File: config.mk
export PLATFORM = sky130hd
export DESIGN_NAME = pstb_bank
export DESIGN_NICKNAME = d
export VERILOG_FILES = /design/src/logic/pstb_bank.v
export VERILOG_INCLUDE_DIRS = /design/src /design/src/shared
export SDC_FILE = /design/constraint.sdc
export NUM_CORES = 1
export LEC_CHECK = 0
export BUFFER_PORTS_ARGS = -buffer_cell sky130_fd_sc_hd__buf_2
export CORE_MARGIN = 1
export CORE_UTILIZATION = 35
export CTS_CLUSTER_DIAMETER = 80
export DETAILED_ROUTE_END_ITERATION = 16
export PLACE_DENSITY_LB_ADDON = 0.25
export SLEW_MARGIN = 25
export SYNTH_ARGS = -nofsm -noshare
export SYNTH_HDL_FRONTEND = slang
export SYNTH_SLANG_ARGS = --single-unit
export TNS_END_PERCENT = 10
File: constraint.sdc
create_clock -name clk_i -period 5.63 [get_ports clk_i]
set_clock_uncertainty 0.2 [all_clocks]
set_input_delay 1.689 -clock clk_i [delete_from_list [all_inputs] [get_ports clk_i]]
set_output_delay 1.689 -clock clk_i [all_outputs]
set_load 0.005 [all_outputs]
File: src/shared/pstb_defs.vh
`ifndef PSTB_DEFS_VH
`define PSTB_DEFS_VH

// Command codes of the status and telemetry registers
`define PSTB_CMD_CLEAR 8'h03
`define PSTB_CMD_VOUT_STATUS 8'h7a
`define PSTB_CMD_IOUT_STATUS 8'h7b
`define PSTB_CMD_INPUT_STATUS 8'h7c
`define PSTB_CMD_TEMP_STATUS 8'h7d
`define PSTB_CMD_CML_STATUS 8'h7e
`define PSTB_CMD_MON_STATUS 8'h80
`define PSTB_CMD_VIN_READ 8'h88
`define PSTB_CMD_VOUT_READ 8'h8b
`define PSTB_CMD_IOUT_READ 8'h8c
`define PSTB_CMD_TEMP_READ 8'h8d
`define PSTB_CMD_DUTY_READ 8'h94
`define PSTB_CMD_FREQ_READ 8'h95
`define PSTB_CMD_PH0_READ 8'h96

// Reset values
`define PSTB_STATUS_RST 8'h00
`define PSTB_READ_RST 16'h0000

// Bit positions shared by the four category bytes
`define PSTB_HI_FAULT 7
`define PSTB_HI_WARN 6
`define PSTB_LO_WARN 5
`define PSTB_LO_FAULT 4

// Communication / logic byte
`define PSTB_CML_BAD_CMD 7
`define PSTB_CML_BAD_DATA 6
`define PSTB_CML_PEC 5
`define PSTB_CML_OTHER 1

// Monitor and sync byte
`define PSTB_MON_UV_WARN 5
`define PSTB_MON_OV_WARN 4
`define PSTB_MON_SYNC 3
`define PSTB_MON_UV_FAULT 1
`define PSTB_MON_OV_FAULT 0

// Summary byte
`define PSTB_SUM_VOUT_OV 5
`define PSTB_SUM_IOUT_OC 4
`define PSTB_SUM_VIN_UV 3
`define PSTB_SUM_TEMP 2
`define PSTB_SUM_CML 1

// Warning window: ten percent inside the fault limits
`define PSTB_WARN_SCALE 5'd10
`define PSTB_UV_WARN_MUL 5'd11
`define PSTB_OV_WARN_MUL 5'd9

// Linear format layout
`define PSTB_L11_CHANNELS 6
`define PSTB_MANT_W 11
`define PSTB_EXP_W 5

`endif
File: src/logic/pstb_bank.v
`timescale 1ns/1ns
`default_nettype none

`include "pstb_defs.vh"

// How it works
// RL1 - Output voltage byte: OV/UV fault, warning bits
// RL2 - Output current byte: OC, OC-LV, OC warn, UC
// RL3 - Input byte: input OV/UV fault and warning
// RL4 - Temperature byte: OT/UT fault and warning bits
// RL5 - Unknown command code sets comm bit 7
// RL6 - Bad data on known command sets bit 6
// RL7 - Packet error check failure sets comm bit 5
// RL8 - Write to read-only or other fault: bit 1
// RL9 - Lost external clock sync sets monitor bit 3
// RL10 - Aux voltage beyond limits sets bits 1, 0
// RL11 - Aux warnings ten percent inside limits: bits 5,4
// RL12 - Status bytes read-only, zero after reset
// RL13 - Input voltage reading, two bytes, L11 format
// RL14 - Output voltage reading, two bytes, unsigned L16
// RL15 - Output current reading, two bytes, L11 format
// RL16 - Controller temperature reading, two bytes, L11
// RL17 - Duty and frequency reflect operation while enabled
// RL18 - First phase current at its own code
// RL19 - Any comm bit sets summary bit 1
// RL20 - Status bits latch until host clears them
// RL21 - L11: signed 5-bit exponent over 11-bit mantissa
module pstb_bank (
    // Clock and reset
    input wire clk_i,
    input wire reset_i,
    // Command port from the bus protocol engine
    input wire cmd_valid_i,
    input wire cmd_write_i,
    input wire [7:0] cmd_code_i,
    input wire cmd_known_ext_i,
    input wire cmd_data_bad_i,
    input wire cmd_pec_err_i,
    input wire comm_fault_i,
    // Read answer
    output reg rd_valid_o,
    output reg rd_two_bytes_o,
    output reg [15:0] rd_data_o,
    // Asynchronous fault conditions {hi fault, hi warn, lo warn, lo fault}
    input wire [3:0] vout_cond_i,
    input wire [3:0] iout_cond_i,
    input wire [3:0] vin_cond_i,
    input wire [3:0] temp_cond_i,
    input wire ext_sync_lost_i,
    // Aux voltage monitor, same clock
    input wire aux_sample_valid_i,
    input wire [15:0] aux_voltage_monitor_i,
    input wire [15:0] aux_monitor_low_limit_i,
    input wire [15:0] aux_monitor_high_limit_i,
    // Telemetry, same clock
    input wire tlm_valid_i,
    input wire converter_en_i,
    input wire [`PSTB_L11_CHANNELS*`PSTB_MANT_W-1:0] l11_mant_i,
    input wire [`PSTB_L11_CHANNELS*`PSTB_EXP_W-1:0] l11_exp_i,
    input wire [15:0] vout_l16u_i,
    // Summary
    output reg [7:0] status_summary_o
);

    // L11 channel slots
    localparam CH_VIN = 0;
    localparam CH_IOUT = 1;
    localparam CH_TEMP = 2;
    localparam CH_DUTY = 3;
    localparam CH_FREQ = 4;
    localparam CH_PH0 = 5;

    reg [16:0] sync1_q;
    reg [16:0] sync2_q;
    reg [7:0] vout_st_q;
    reg [7:0] iout_st_q;
    reg [7:0] vin_st_q;
    reg [7:0] temp_st_q;
    reg [7:0] cml_st_q;
    reg [7:0] mon_st_q;
    reg [15:0] vout_rd_q;
    wire [16*`PSTB_L11_CHANNELS-1:0] l11_rd_q;
    reg [7:0] vout_st_d;
    reg [7:0] iout_st_d;
    reg [7:0] vin_st_d;
    reg [7:0] temp_st_d;
    reg [7:0] cml_st_d;
    reg [7:0] mon_st_d;
    reg [7:0] cml_set;
    reg [7:0] mon_set;
    reg code_known;
    reg code_owned;
    reg [15:0] rd_data_d;
    reg rd_two_d;
    reg [7:0] summary_d;
    wire clear_req;
    wire [19:0] aux_x10;
    wire [19:0] low_x11;
    wire [19:0] high_x9;
    wire [19:0] low_x10;
    wire [19:0] high_x10;
    wire [7:0] vout_set;
    wire [7:0] iout_set;
    wire [7:0] vin_set;
    wire [7:0] temp_set;

    // Fault conditions come from the analog side, so sync before use
    always @(posedge clk_i) begin
        if (reset_i) begin
            sync1_q <= 17'h00000;
            sync2_q <= 17'h00000;
        end else begin
            sync1_q <= {ext_sync_lost_i, temp_cond_i, vin_cond_i, iout_cond_i, vout_cond_i};
            sync2_q <= sync1_q;
        end
    end

    // Synced levels land in the upper nibble; the lower nibble never sets
    assign vout_set = {sync2_q[3:0], 4'h0}; // [RL1]
    assign iout_set = {sync2_q[7:4], 4'h0}; // [RL2]
    assign vin_set = {sync2_q[11:8], 4'h0}; // [RL3]
    assign temp_set = {sync2_q[15:12], 4'h0}; // [RL4]

    // Limits scaled so the ten percent window needs no divider
    assign aux_x10 = aux_voltage_monitor_i * `PSTB_WARN_SCALE;
    assign low_x10 = aux_monitor_low_limit_i * `PSTB_WARN_SCALE;
    assign high_x10 = aux_monitor_high_limit_i * `PSTB_WARN_SCALE;
    assign low_x11 = aux_monitor_low_limit_i * `PSTB_UV_WARN_MUL;
    assign high_x9 = aux_monitor_high_limit_i * `PSTB_OV_WARN_MUL;

    assign clear_req = cmd_valid_i && cmd_write_i && (cmd_code_i == `PSTB_CMD_CLEAR);

    // Command decode and read mux
    always @* begin
        code_owned = 1'b1;
        rd_two_d = 1'b1;
        rd_data_d = 16'h0000;
        case (cmd_code_i)
            `PSTB_CMD_VOUT_STATUS: begin
                rd_two_d = 1'b0;
                rd_data_d = {8'h00, vout_st_q}; // [RL12]
            end
            `PSTB_CMD_IOUT_STATUS: begin
                rd_two_d = 1'b0;
                rd_data_d = {8'h00, iout_st_q}; // [RL12]
            end
            `PSTB_CMD_INPUT_STATUS: begin
                rd_two_d = 1'b0;
                rd_data_d = {8'h00, vin_st_q}; // [RL12]
            end
            `PSTB_CMD_TEMP_STATUS: begin
                rd_two_d = 1'b0;
                rd_data_d = {8'h00, temp_st_q}; // [RL12]
            end
            `PSTB_CMD_CML_STATUS: begin
                rd_two_d = 1'b0;
                rd_data_d = {8'h00, cml_st_q}; // [RL12]
            end
            `PSTB_CMD_MON_STATUS: begin
                rd_two_d = 1'b0;
                rd_data_d = {8'h00, mon_st_q}; // [RL12]
            end
            `PSTB_CMD_VIN_READ: begin
                rd_data_d = l11_rd_q[16*CH_VIN +: 16]; // [RL13]
            end
            `PSTB_CMD_VOUT_READ: begin
                rd_data_d = vout_rd_q; // [RL14]
            end
            `PSTB_CMD_IOUT_READ: begin
                rd_data_d = l11_rd_q[16*CH_IOUT +: 16]; // [RL15]
            end
            `PSTB_CMD_TEMP_READ: begin
                rd_data_d = l11_rd_q[16*CH_TEMP +: 16]; // [RL16]
            end
            `PSTB_CMD_DUTY_READ: begin
                rd_data_d = l11_rd_q[16*CH_DUTY +: 16]; // [RL17]
            end
            `PSTB_CMD_FREQ_READ: begin
                rd_data_d = l11_rd_q[16*CH_FREQ +: 16]; // [RL17]
            end
            `PSTB_CMD_PH0_READ: begin
                rd_data_d = l11_rd_q[16*CH_PH0 +: 16]; // [RL18]
            end
            `PSTB_CMD_CLEAR: begin
                rd_two_d = 1'b0;
            end
            default: begin
                code_owned = 1'b0;
                rd_two_d = 1'b0;
            end
        endcase
        code_known = code_owned || cmd_known_ext_i;
    end

    // Events for the communication / logic byte
    always @* begin
        cml_set = 8'h00;
        if (cmd_valid_i) begin
            cml_set[`PSTB_CML_BAD_CMD] = !code_known; // [RL5]
            cml_set[`PSTB_CML_BAD_DATA] = code_known && cmd_data_bad_i; // [RL6]
            cml_set[`PSTB_CML_PEC] = cmd_pec_err_i; // [RL7]
            // Only this block's own codes are known to be read-only
            cml_set[`PSTB_CML_OTHER] = code_owned && cmd_write_i && !clear_req; // [RL8]
        end
        if (comm_fault_i) begin
            cml_set[`PSTB_CML_OTHER] = 1'b1; // [RL8]
        end
    end

    // Events for the monitor and sync byte
    always @* begin
        mon_set = 8'h00;
        mon_set[`PSTB_MON_SYNC] = sync2_q[16]; // [RL9]
        if (aux_sample_valid_i) begin
            mon_set[`PSTB_MON_UV_FAULT] = aux_x10 < low_x10; // [RL10]
            mon_set[`PSTB_MON_OV_FAULT] = aux_x10 > high_x10; // [RL10]
            mon_set[`PSTB_MON_UV_WARN] = aux_x10 < low_x11; // [RL11]
            mon_set[`PSTB_MON_OV_WARN] = aux_x10 > high_x9; // [RL11]
        end
    end

    // Sticky status: a set in the clearing cycle survives the clear
    always @* begin
        vout_st_d = clear_req ? `PSTB_STATUS_RST : vout_st_q;
        iout_st_d = clear_req ? `PSTB_STATUS_RST : iout_st_q;
        vin_st_d = clear_req ? `PSTB_STATUS_RST : vin_st_q;
        temp_st_d = clear_req ? `PSTB_STATUS_RST : temp_st_q;
        cml_st_d = clear_req ? `PSTB_STATUS_RST : cml_st_q;
        mon_st_d = clear_req ? `PSTB_STATUS_RST : mon_st_q;
        vout_st_d = vout_st_d | vout_set; // [RL1] [RL20]
        iout_st_d = iout_st_d | iout_set; // [RL2] [RL20]
        vin_st_d = vin_st_d | vin_set; // [RL3] [RL20]
        temp_st_d = temp_st_d | temp_set; // [RL4] [RL20]
        cml_st_d = cml_st_d | cml_set; // [RL20]
        mon_st_d = mon_st_d | mon_set; // [RL20]
    end

    always @(posedge clk_i) begin
        if (reset_i) begin
            vout_st_q <= `PSTB_STATUS_RST; // [RL12]
        end else begin
            vout_st_q <= vout_st_d;
        end
    end

    always @(posedge clk_i) begin
        if (reset_i) begin
            iout_st_q <= `PSTB_STATUS_RST; // [RL12]
        end else begin
            iout_st_q <= iout_st_d;
        end
    end

    always @(posedge clk_i) begin
        if (reset_i) begin
            vin_st_q <= `PSTB_STATUS_RST; // [RL12]
        end else begin
            vin_st_q <= vin_st_d;
        end
    end

    always @(posedge clk_i) begin
        if (reset_i) begin
            temp_st_q <= `PSTB_STATUS_RST; // [RL12]
        end else begin
            temp_st_q <= temp_st_d;
        end
    end

    always @(posedge clk_i) begin
        if (reset_i) begin
            cml_st_q <= `PSTB_STATUS_RST; // [RL12]
        end else begin
            cml_st_q <= cml_st_d;
        end
    end

    always @(posedge clk_i) begin
        if (reset_i) begin
            mon_st_q <= `PSTB_STATUS_RST; // [RL12]
        end else begin
            mon_st_q <= mon_st_d;
        end
    end

    // Telemetry capture, one L11 channel per slot
    genvar ch;
    generate
        for (ch = 0; ch < `PSTB_L11_CHANNELS; ch = ch + 1) begin : g_l11
            wire is_switching;
            wire hold_zero;
            // One register per slot keeps every bit to a single driver
            reg [15:0] slot_q;
            assign is_switching = (ch == CH_DUTY) || (ch == CH_FREQ);
            // Duty and frequency mean nothing with the converter off
            assign hold_zero = is_switching && !converter_en_i; // [RL17]
            always @(posedge clk_i) begin
                if (reset_i) begin
                    slot_q <= `PSTB_READ_RST;
                end else if (hold_zero) begin
                    slot_q <= `PSTB_READ_RST; // [RL17]
                end else if (tlm_valid_i) begin
                    slot_q <= {l11_exp_i[`PSTB_EXP_W*ch +: `PSTB_EXP_W],
                        l11_mant_i[`PSTB_MANT_W*ch +: `PSTB_MANT_W]}; // [RL21]
                end
            end
            assign l11_rd_q[16*ch +: 16] = slot_q;
        end
    endgenerate

    always @(posedge clk_i) begin
        if (reset_i) begin
            vout_rd_q <= `PSTB_READ_RST;
        end else if (tlm_valid_i) begin
            vout_rd_q <= vout_l16u_i; // [RL14]
        end
    end

    // Summary built from the next status so it never lags the bytes
    always @* begin
        summary_d = 8'h00;
        summary_d[`PSTB_SUM_VOUT_OV] = vout_st_d[`PSTB_HI_FAULT];
        summary_d[`PSTB_SUM_IOUT_OC] = iout_st_d[`PSTB_HI_FAULT];
        summary_d[`PSTB_SUM_VIN_UV] = vin_st_d[`PSTB_LO_FAULT];
        summary_d[`PSTB_SUM_TEMP] = |temp_st_d;
        summary_d[`PSTB_SUM_CML] = |cml_st_d; // [RL19]
    end

    // Answer port
    always @(posedge clk_i) begin
        if (reset_i) begin
            rd_valid_o <= 1'b0;
            rd_two_bytes_o <= 1'b0;
            rd_data_o <= 16'h0000;
            status_summary_o <= 8'h00;
        end else begin
            rd_valid_o <= cmd_valid_i && !cmd_write_i && code_owned && (cmd_code_i != `PSTB_CMD_CLEAR);
            rd_two_bytes_o <= rd_two_d;
            rd_data_o <= rd_data_d;
            status_summary_o <= summary_d;
        end
    end

endmodule // pstb_bank

`default_nettype wire

==> flow_summary.json, run 1 <==
{
  "drt_iter0_markers": 520,
  "hold_path_end": "sync2_q[12]",
  "yosys_warnings": 0,
  "rows": 71,
  "drive_above_1_share": 0.172,
  "max_freq_mhz": 189,
  "end_kind": "flop",
  "rsz0062_at_grt": "false",
  "grt_pass1_wl_um": 57800,
  "syn_area_per_cell_um2": 8.89,
  "post-synth-top-count-cell": "ha_1",
  "dp.cells": 2219,
  "hold_viol_final": 0,
  "yosys-top-cells-count": "ha_1, dfxtp_1, nor2_1",
  "synth_flop_cell": "dfxtp_1",
  "synth-seq-cells": 199,
  "power.leakage_nw": 7.46,
  "via_count": 11445,
  "die_w_um": 199,
  "hold_ws_ns": 0.242,
  "switchingPower_mw": 1.54,
  "initial_utilization": 0.357,
  "synthArstFlopShare": 0,
  "syn_inst": 1521,
  "final_cells": 2256,
  "dpl.hpwl_um": 30000,
  "crit_required_ns": 5.75,
  "hold_start": "sync1_q[12]",
  "synth_edf_count": 0,
  "reg2reg_to": "rd_data_o[4]",
  "coreArea_um2": 37800,
  "synth_compound_area_frac": 0.163,
  "synth_top_family_by_area": "adder cells",
  "viasPerCell": 5.07,
  "cts_buffer_depth": 2,
  "clockPowerShare": 0.307,
  "tightest_slew_ns": 1.02,
  "ant_nets": 0,
  "synth_top_area_share": 0.295,
  "synthesis.area_um2": 13500,
  "hold_buffers": 0,
  "rrSetupSlack_ns": 3.87,
  "switching_share": 0.355,
  "htreeDepth": 4,
  "areaGrowthSynthToFinish_pct": 17.8,
  "nNetsFinal": 2145,
  "setup_viol": 0,
  "slew_headroom": 0.317,
  "numCtsBuffers": 17,
  "synth.area.top_cells": "dfxtp_1, ha_1, mux2i_1",
  "chipHeight_um": 199,
  "ir_drop_mv": 0.168,
  "startpoint": "aux_voltage_monitor_i[3]",
  "drc": 0,
  "synth_largest_area_cell": "dfxtp_1",
  "crit_fanout": 3,
  "wire_per_inst_um": 16.5,
  "min_path_cells": 1,
  "first_global_vias": 10841,
  "cts_tree": "built",
  "cap_violations": 0,
  "synth_mux_area_frac": 0.0959,
  "power_frac_seq": 0.349,
  "fin_crit_ns": 5.30,
  "clock_latency_ns": 0.45,
  "reg2reg_depth": 4,
  "hold_class": "reg -> reg",
  "numPortBuffers": 218,
  "synth_cell_types": 72,
  "p_int_mw": 2.80,
  "synth_fa_ha_area_frac": 0.215,
  "clockRootBuffer": "clkbuf_16",
  "status": "complete, no violations",
  "path_class": "in -> reg",
  "crit_arrival_ns": 5.42,
  "power_frac_comb": 0.343,
  "finalMaxSlewViolations": 0,
  "antenna_found_initial": 7,
  "io_pins": 222,
  "cts.clk_slew.worst_paths_ns": 0.09,
  "fin_ws_ns": 0.328,
  "synth_simple_gate_area_frac": 0.153,
  "post-route-period-util": 0.942,
  "ys_seq_area_frac": 0.295,
  "post-place-ws_ns": -0.140,
  "p_per_area_nw_per_um2": 273,
  "grt_overflow": 0,
  "dieArea_um2": 39400,
  "gp_congestion": 0.901,
  "first_pass_iters": 5,
  "grt_use_total": 0.188,
  "cts_sinks": 199,
  "r2r-start": "temp_st_q[4]",
  "synth_xor_area_frac": 0.0356,
  "crit_path_start_kind": "input pin",
  "grt_max_degree": 98,
  "drt_wl_total_um": 37200
}
==> metal layers <==
layer  up-vias  global-route usage  routed length, um
li1       5862                   -                  -
met1      5256               0.239              16900
met2       277               0.328              17500
met3        44              0.0346               2180
met4         6              0.0439                590
met5         -                   0                 44
==> power groups by stage <==
| stage | clock, mW | sequential [mW] | combinational (mW) |
|---|---|---|---|
| after detailed placement | 0 | 1.55 | 1.49 |
| after global routing | 1.43 | 1.53 | 1.71 |
| final | 1.34 | 1.52 | 1.49 |
| after floorplan | 0 | 1.53 | 1.08 |
| after CTS | 1.37 | 1.52 | 1.51 |
| after global placement | 0 | 1.55 | 1.46 |
==> critical path, cell delays in order <==
cell and delay, ns:
buf_2 0.12, ha_1 0.28, ha_1 0.19, inv_1 0.06, fa_1 0.40, nor2b_1 0.16, o31a_1 0.21, o41a_1 0.22
a31oi_1 0.13, o41ai_1 0.32, a21oi_1 0.14, xnor2_1 0.25, buf_4 0.18, ha_1 0.24, nand4_1 0.12, nor2_1 0.06
a2111oi_0 0.49, a311oi_1 0.16
==> placed cells by master, fill, tap and decap left out, types with 16 or more instances in the layout <==
master	synthesis	routed
a21o_1	24	24
a21oi_1	94	94
a22oi_1	26	26
a31oi_1	22	22
and2_1	16	16
buf_2	4	216
buf_4	6	31
clkbuf_16	0	17
dfxtp_1	199	199
fa_1	18	18
ha_1	203	203
inv_1	81	81
mux2i_1	125	125
nand2_1	70	69
nand4_1	17	17
nor2_1	189	189
nor2b_1	55	55
nor3_1	22	22
o21a_1	16	16
o21ai_0	59	58
xnor2_1	33	33
xor2_1	22	22
==> stage by stage <==
step	instance area [um^2]	TNS (ns)	utilization	power [mW]
after floorplan	13500	0	-	2.61
after global placement	15200	-0.0412	0.402	3.01
after detailed placement	15200	-0.265	0.402	3.05
after CTS	15900	0	0.420	4.39
after global routing	15900	0	0.420	4.67
final	15900	0	0.421	4.35
==> sequential cells by signal, summed over array words and instances, names as in the netlist, 4 cells and up <==
| name | flops |
|---|---|
| cml_st_q | 8 |
| g_l11.slot_q | 96 |
| mon_st_q | 5 |
| rd_data_o | 16 |
| status_summary_o | 4 |
| sync1_q | 17 |
| sync2_q | 17 |
| temp_st_q | 8 |
| vout_rd_q | 16 |
| vout_st_q | 4 |
==> logic make-up (layout without fill, tap and decap cells) <==
kind of cell	Yosys count	after routing
other	1	7
multiplexers	129	129
XOR/XNOR	55	55
adder cells (fa/ha/maj)	221	221
flip-flops	199	199
AO/OA/AOI/OAI	336	336
buffers and inverters	144	362
AND/OR/NAND/NOR	436	436
==> cell type report <==
class,count,area (um^2)
clock buffer,17,425
inverter,81,304
multi-input combinational,1180,8960
fill,3874,21900
clock inverter,15,238
antenna,4,10.0
sequential,199,3980
tap,511,639
timing repair buffer,249,1350
==> how the worst max path moves through the flow <==
stage	to	slack, ns	cells past startpoint
final	mon_st_q[0]	0.33	18
after global routing	mon_st_q[5]	0.08	18
after CTS	mon_st_q[0]	0.32	18
after detailed placement	mon_st_q[0]	-0.14	18
after global placement	mon_st_q[5]	-0.04	18
after floorplan	mon_st_q[5]	0.30	17
==> what timing repair did <==
action                                  4_1_cts  5_1_grt
setup buffers                                 0        0
endpoints found under the setup margin        0        1
resized for setup                             0        1
Power figures use the tool's default switching activity.
==> run 2, diff against run 1 <==
--- a/config.mk
+++ b/config.mk
@@ -7,11 +7,14 @@
 export NUM_CORES = 1
 export LEC_CHECK = 0
 export BUFFER_PORTS_ARGS = -buffer_cell sky130_fd_sc_hd__buf_2
+export CELL_PAD_IN_SITES_DETAIL_PLACEMENT = 1
+export CELL_PAD_IN_SITES_GLOBAL_PLACEMENT = 2
 export CORE_MARGIN = 1
 export CORE_UTILIZATION = 35
 export CTS_CLUSTER_DIAMETER = 80
 export DETAILED_ROUTE_END_ITERATION = 16
 export PLACE_DENSITY_LB_ADDON = 0.25
+export SKIP_CTS_REPAIR_TIMING = 1
 export SLEW_MARGIN = 25
 export SYNTH_ARGS = -nofsm -noshare
 export SYNTH_HDL_FRONTEND = slang
==> run 2 against run 1 <==
  * Die area did not move
  * Sequential share of layout area increased by 0.063 points
  * Design area fell by 0.25%
  * Critical path type unchanged
  * First-iteration DRC count decreased by 11%
  * Highest routed layer unchanged
  * Power decreased by 1.3%
  * Register-to-register slack got worse by 0.02 ns
  * Global-route usage is 2.1 points higher
  * Clock-buffer cell count is 3 higher
  * Hold slack lost 0.0028 ns
==> flow_summary.json, run 2 (synthesis gave the netlist of run 1 again) <==
{
  "cts_buffer_depth": 2,
  "final_area_um2": 15900,
  "wl_met1_um": 18300,
  "reg_top3": "g_l11.slot_q (96), sync1_q (17), sync2_q (17)",
  "clockRootBuffer": "clkbuf_16",
  "cap_violations": 0,
  "layout_common_cells": "buf_2, ha_1, dfxtp_1",
  "hold_class": "reg -> reg",
  "slowest_stage": "fa_1",
  "reg2reg_depth": 6,
  "drive_above_1_share": 0.175,
  "crit_family": "compound AO/OA/AOI/OAI gates",
  "p_per_area_nw_per_um2": 270,
  "final_common_cell": "buf_2",
  "die_w_um": 199,
  "io_pins": 222,
  "cp_common_cell": "ha_1",
  "cts.clk_slew.worst_paths_ns": 0.08,
  "viasPerCell": 5.17,
  "gp_congestion": 0.813,
  "dpl.hpwl_um": 34000,
  "ir_drop_mv": 0.145,
  "drt_wl_total_um": 41800,
  "areaGrowthSynthToFinish_pct": 17.5,
  "first_pass_iters": 5,
  "finalMaxSlewViolations": 0,
  "route.met2.wl_um": 20800,
  "p_int_mw": 2.79,
  "ant_nets": 0,
  "min_path_cells": 2,
  "reg2reg_to": "rd_data_o[3]",
  "post-place-ws_ns": -0.175,
  "end_kind": "flop",
  "grt_use_total": 0.209,
  "power_frac_comb": 0.362,
  "crit_fanout": 5,
  "dieArea_um2": 39400,
  "worstPathCellList": "buf_2, ha_1, inv_1, fa_1, inv_1, ha_1, nor2b_1, o31a_1, o221ai_1, a21oi_1, o21ai_0, buf_4, nor3_1, a311oi_1, ha_1, a21oi_1, o21ai_0, or3_1, o31ai_1",
  "drc": 0,
  "initial_utilization": 0.357,
  "via_count": 11683,
  "tightest_slew_ns": 0.893,
  "crit_arrival_ns": 5.47,
  "nNetsFinal": 2151,
  "grt_max_degree": 78,
  "htreeDepth": 4,
  "post-route-period-util": 0.943,
  "grt_pass1_wl_um": 63700,
  "chipHeight_um": 199,
  "numCtsBuffers": 17,
  "crit_required_ns": 5.79,
  "switchingPower_mw": 1.50,
  "status": "complete, no violations",
  "path_class": "in -> reg",
  "cts_sinks": 199,
  "antenna_found_initial": 5,
  "dpl_cell_area_um2": 15300,
  "final_cells": 2259,
  "crit_path_start_kind": "input pin",
  "r2r-start": "g_l11[5].slot_q[3]",
  "coreArea_um2": 37800,
  "switching_share": 0.350,
  "hold_viol_final": 0,
  "setup_viol": 0,
  "rsz0062_at_grt": "false",
  "cts_tree": "built",
  "wire_per_inst_um": 18.5,
  "dp.cells": 2226,
  "clockPowerShare": 0.284,
  "slew_headroom": 0.402,
  "rrSetupSlack_ns": 3.85,
  "clock_latency_ns": 0.45,
  "regMostFlops": "g_l11.slot_q",
  "slowest_delay_ns": 0.49,
  "crit_buf_inv": 4,
  "rows": 71,
  "max_freq_mhz": 188,
  "hold_ws_ns": 0.239,
  "drt_iter0_markers": 462,
  "hold_start": "sync2_q[10]",
  "hold_path_end": "vin_st_q[6]",
  "dr.max_layer_used": "met5",
  "numPortBuffers": 218,
  "fin_ws_ns": 0.320,
  "power_frac_seq": 0.354,
  "wl_met3_um": 1910,
  "grt_overflow": 0,
  "first_global_vias": 11827,
  "largest_reg_flops": 96,
  "power.leakage_nw": 7.45,
  "fin_crit_ns": 5.31
}
run 2: power by group through the flow:
stage	registers (mW)	clock network [mW]	logic, mW
2_1_floorplan	1.53	0	1.08
3_3_place_gp	1.55	0	1.51
3_5_place_dp	1.55	0	1.56
4_1_cts	1.52	1.25	1.58
5_1_grt	1.53	1.30	1.76
6_report	1.52	1.22	1.55
run 2: routing by layer:
| metal | track usage | up-vias |
|---|---|---|
| met4 | 0.0567 | 6 |
| met2 | 0.381 | 229 |
| met5 | 0 | - |
| li1 | - | 5854 |
| met1 | 0.253 | 5546 |
| met3 | 0.0329 | 48 |
run 2: how the worst max path moves through the flow:
| stage | startpoint | endpoint | depth (start not counted) |
|---|---|---|---|
| after CTS | aux_voltage_monitor_i[1] | mon_st_q[0] | 18 |
| after global routing | aux_voltage_monitor_i[3] | mon_st_q[0] | 18 |
| after detailed placement | aux_voltage_monitor_i[1] | mon_st_q[0] | 18 |
| final | aux_monitor_low_limit_i[1] | mon_st_q[5] | 19 |
| after floorplan | aux_monitor_low_limit_i[1] | mon_st_q[5] | 17 |
| after global placement | aux_monitor_low_limit_i[1] | mon_st_q[5] | 19 |
run 2: worst min-delay path, delay by kind of cell (launching register included):
family	cells	cell delay, ns
flops	1	0.31
simple gates	1	0.07
compound gates	1	0.04
run 2: metrics by stage:
step                      power, mW  TNS [ns]   util
after floorplan                2.61         0      -
after global placement         3.06   -0.0967  0.403
after detailed placement       3.12    -0.633  0.403
after CTS                      4.34         0  0.419
after global routing           4.59         0  0.419
final                          4.29         0  0.419
run 2: layout make-up:
class,instances,area [um^2]
antenna,1,2.50
clock buffer,20,457
clock inverter,12,131
fill,4555,22000
inverter,81,304
multi-input combinational,1180,8980
sequential,199,3980
tap,511,639
timing repair buffer,255,1380
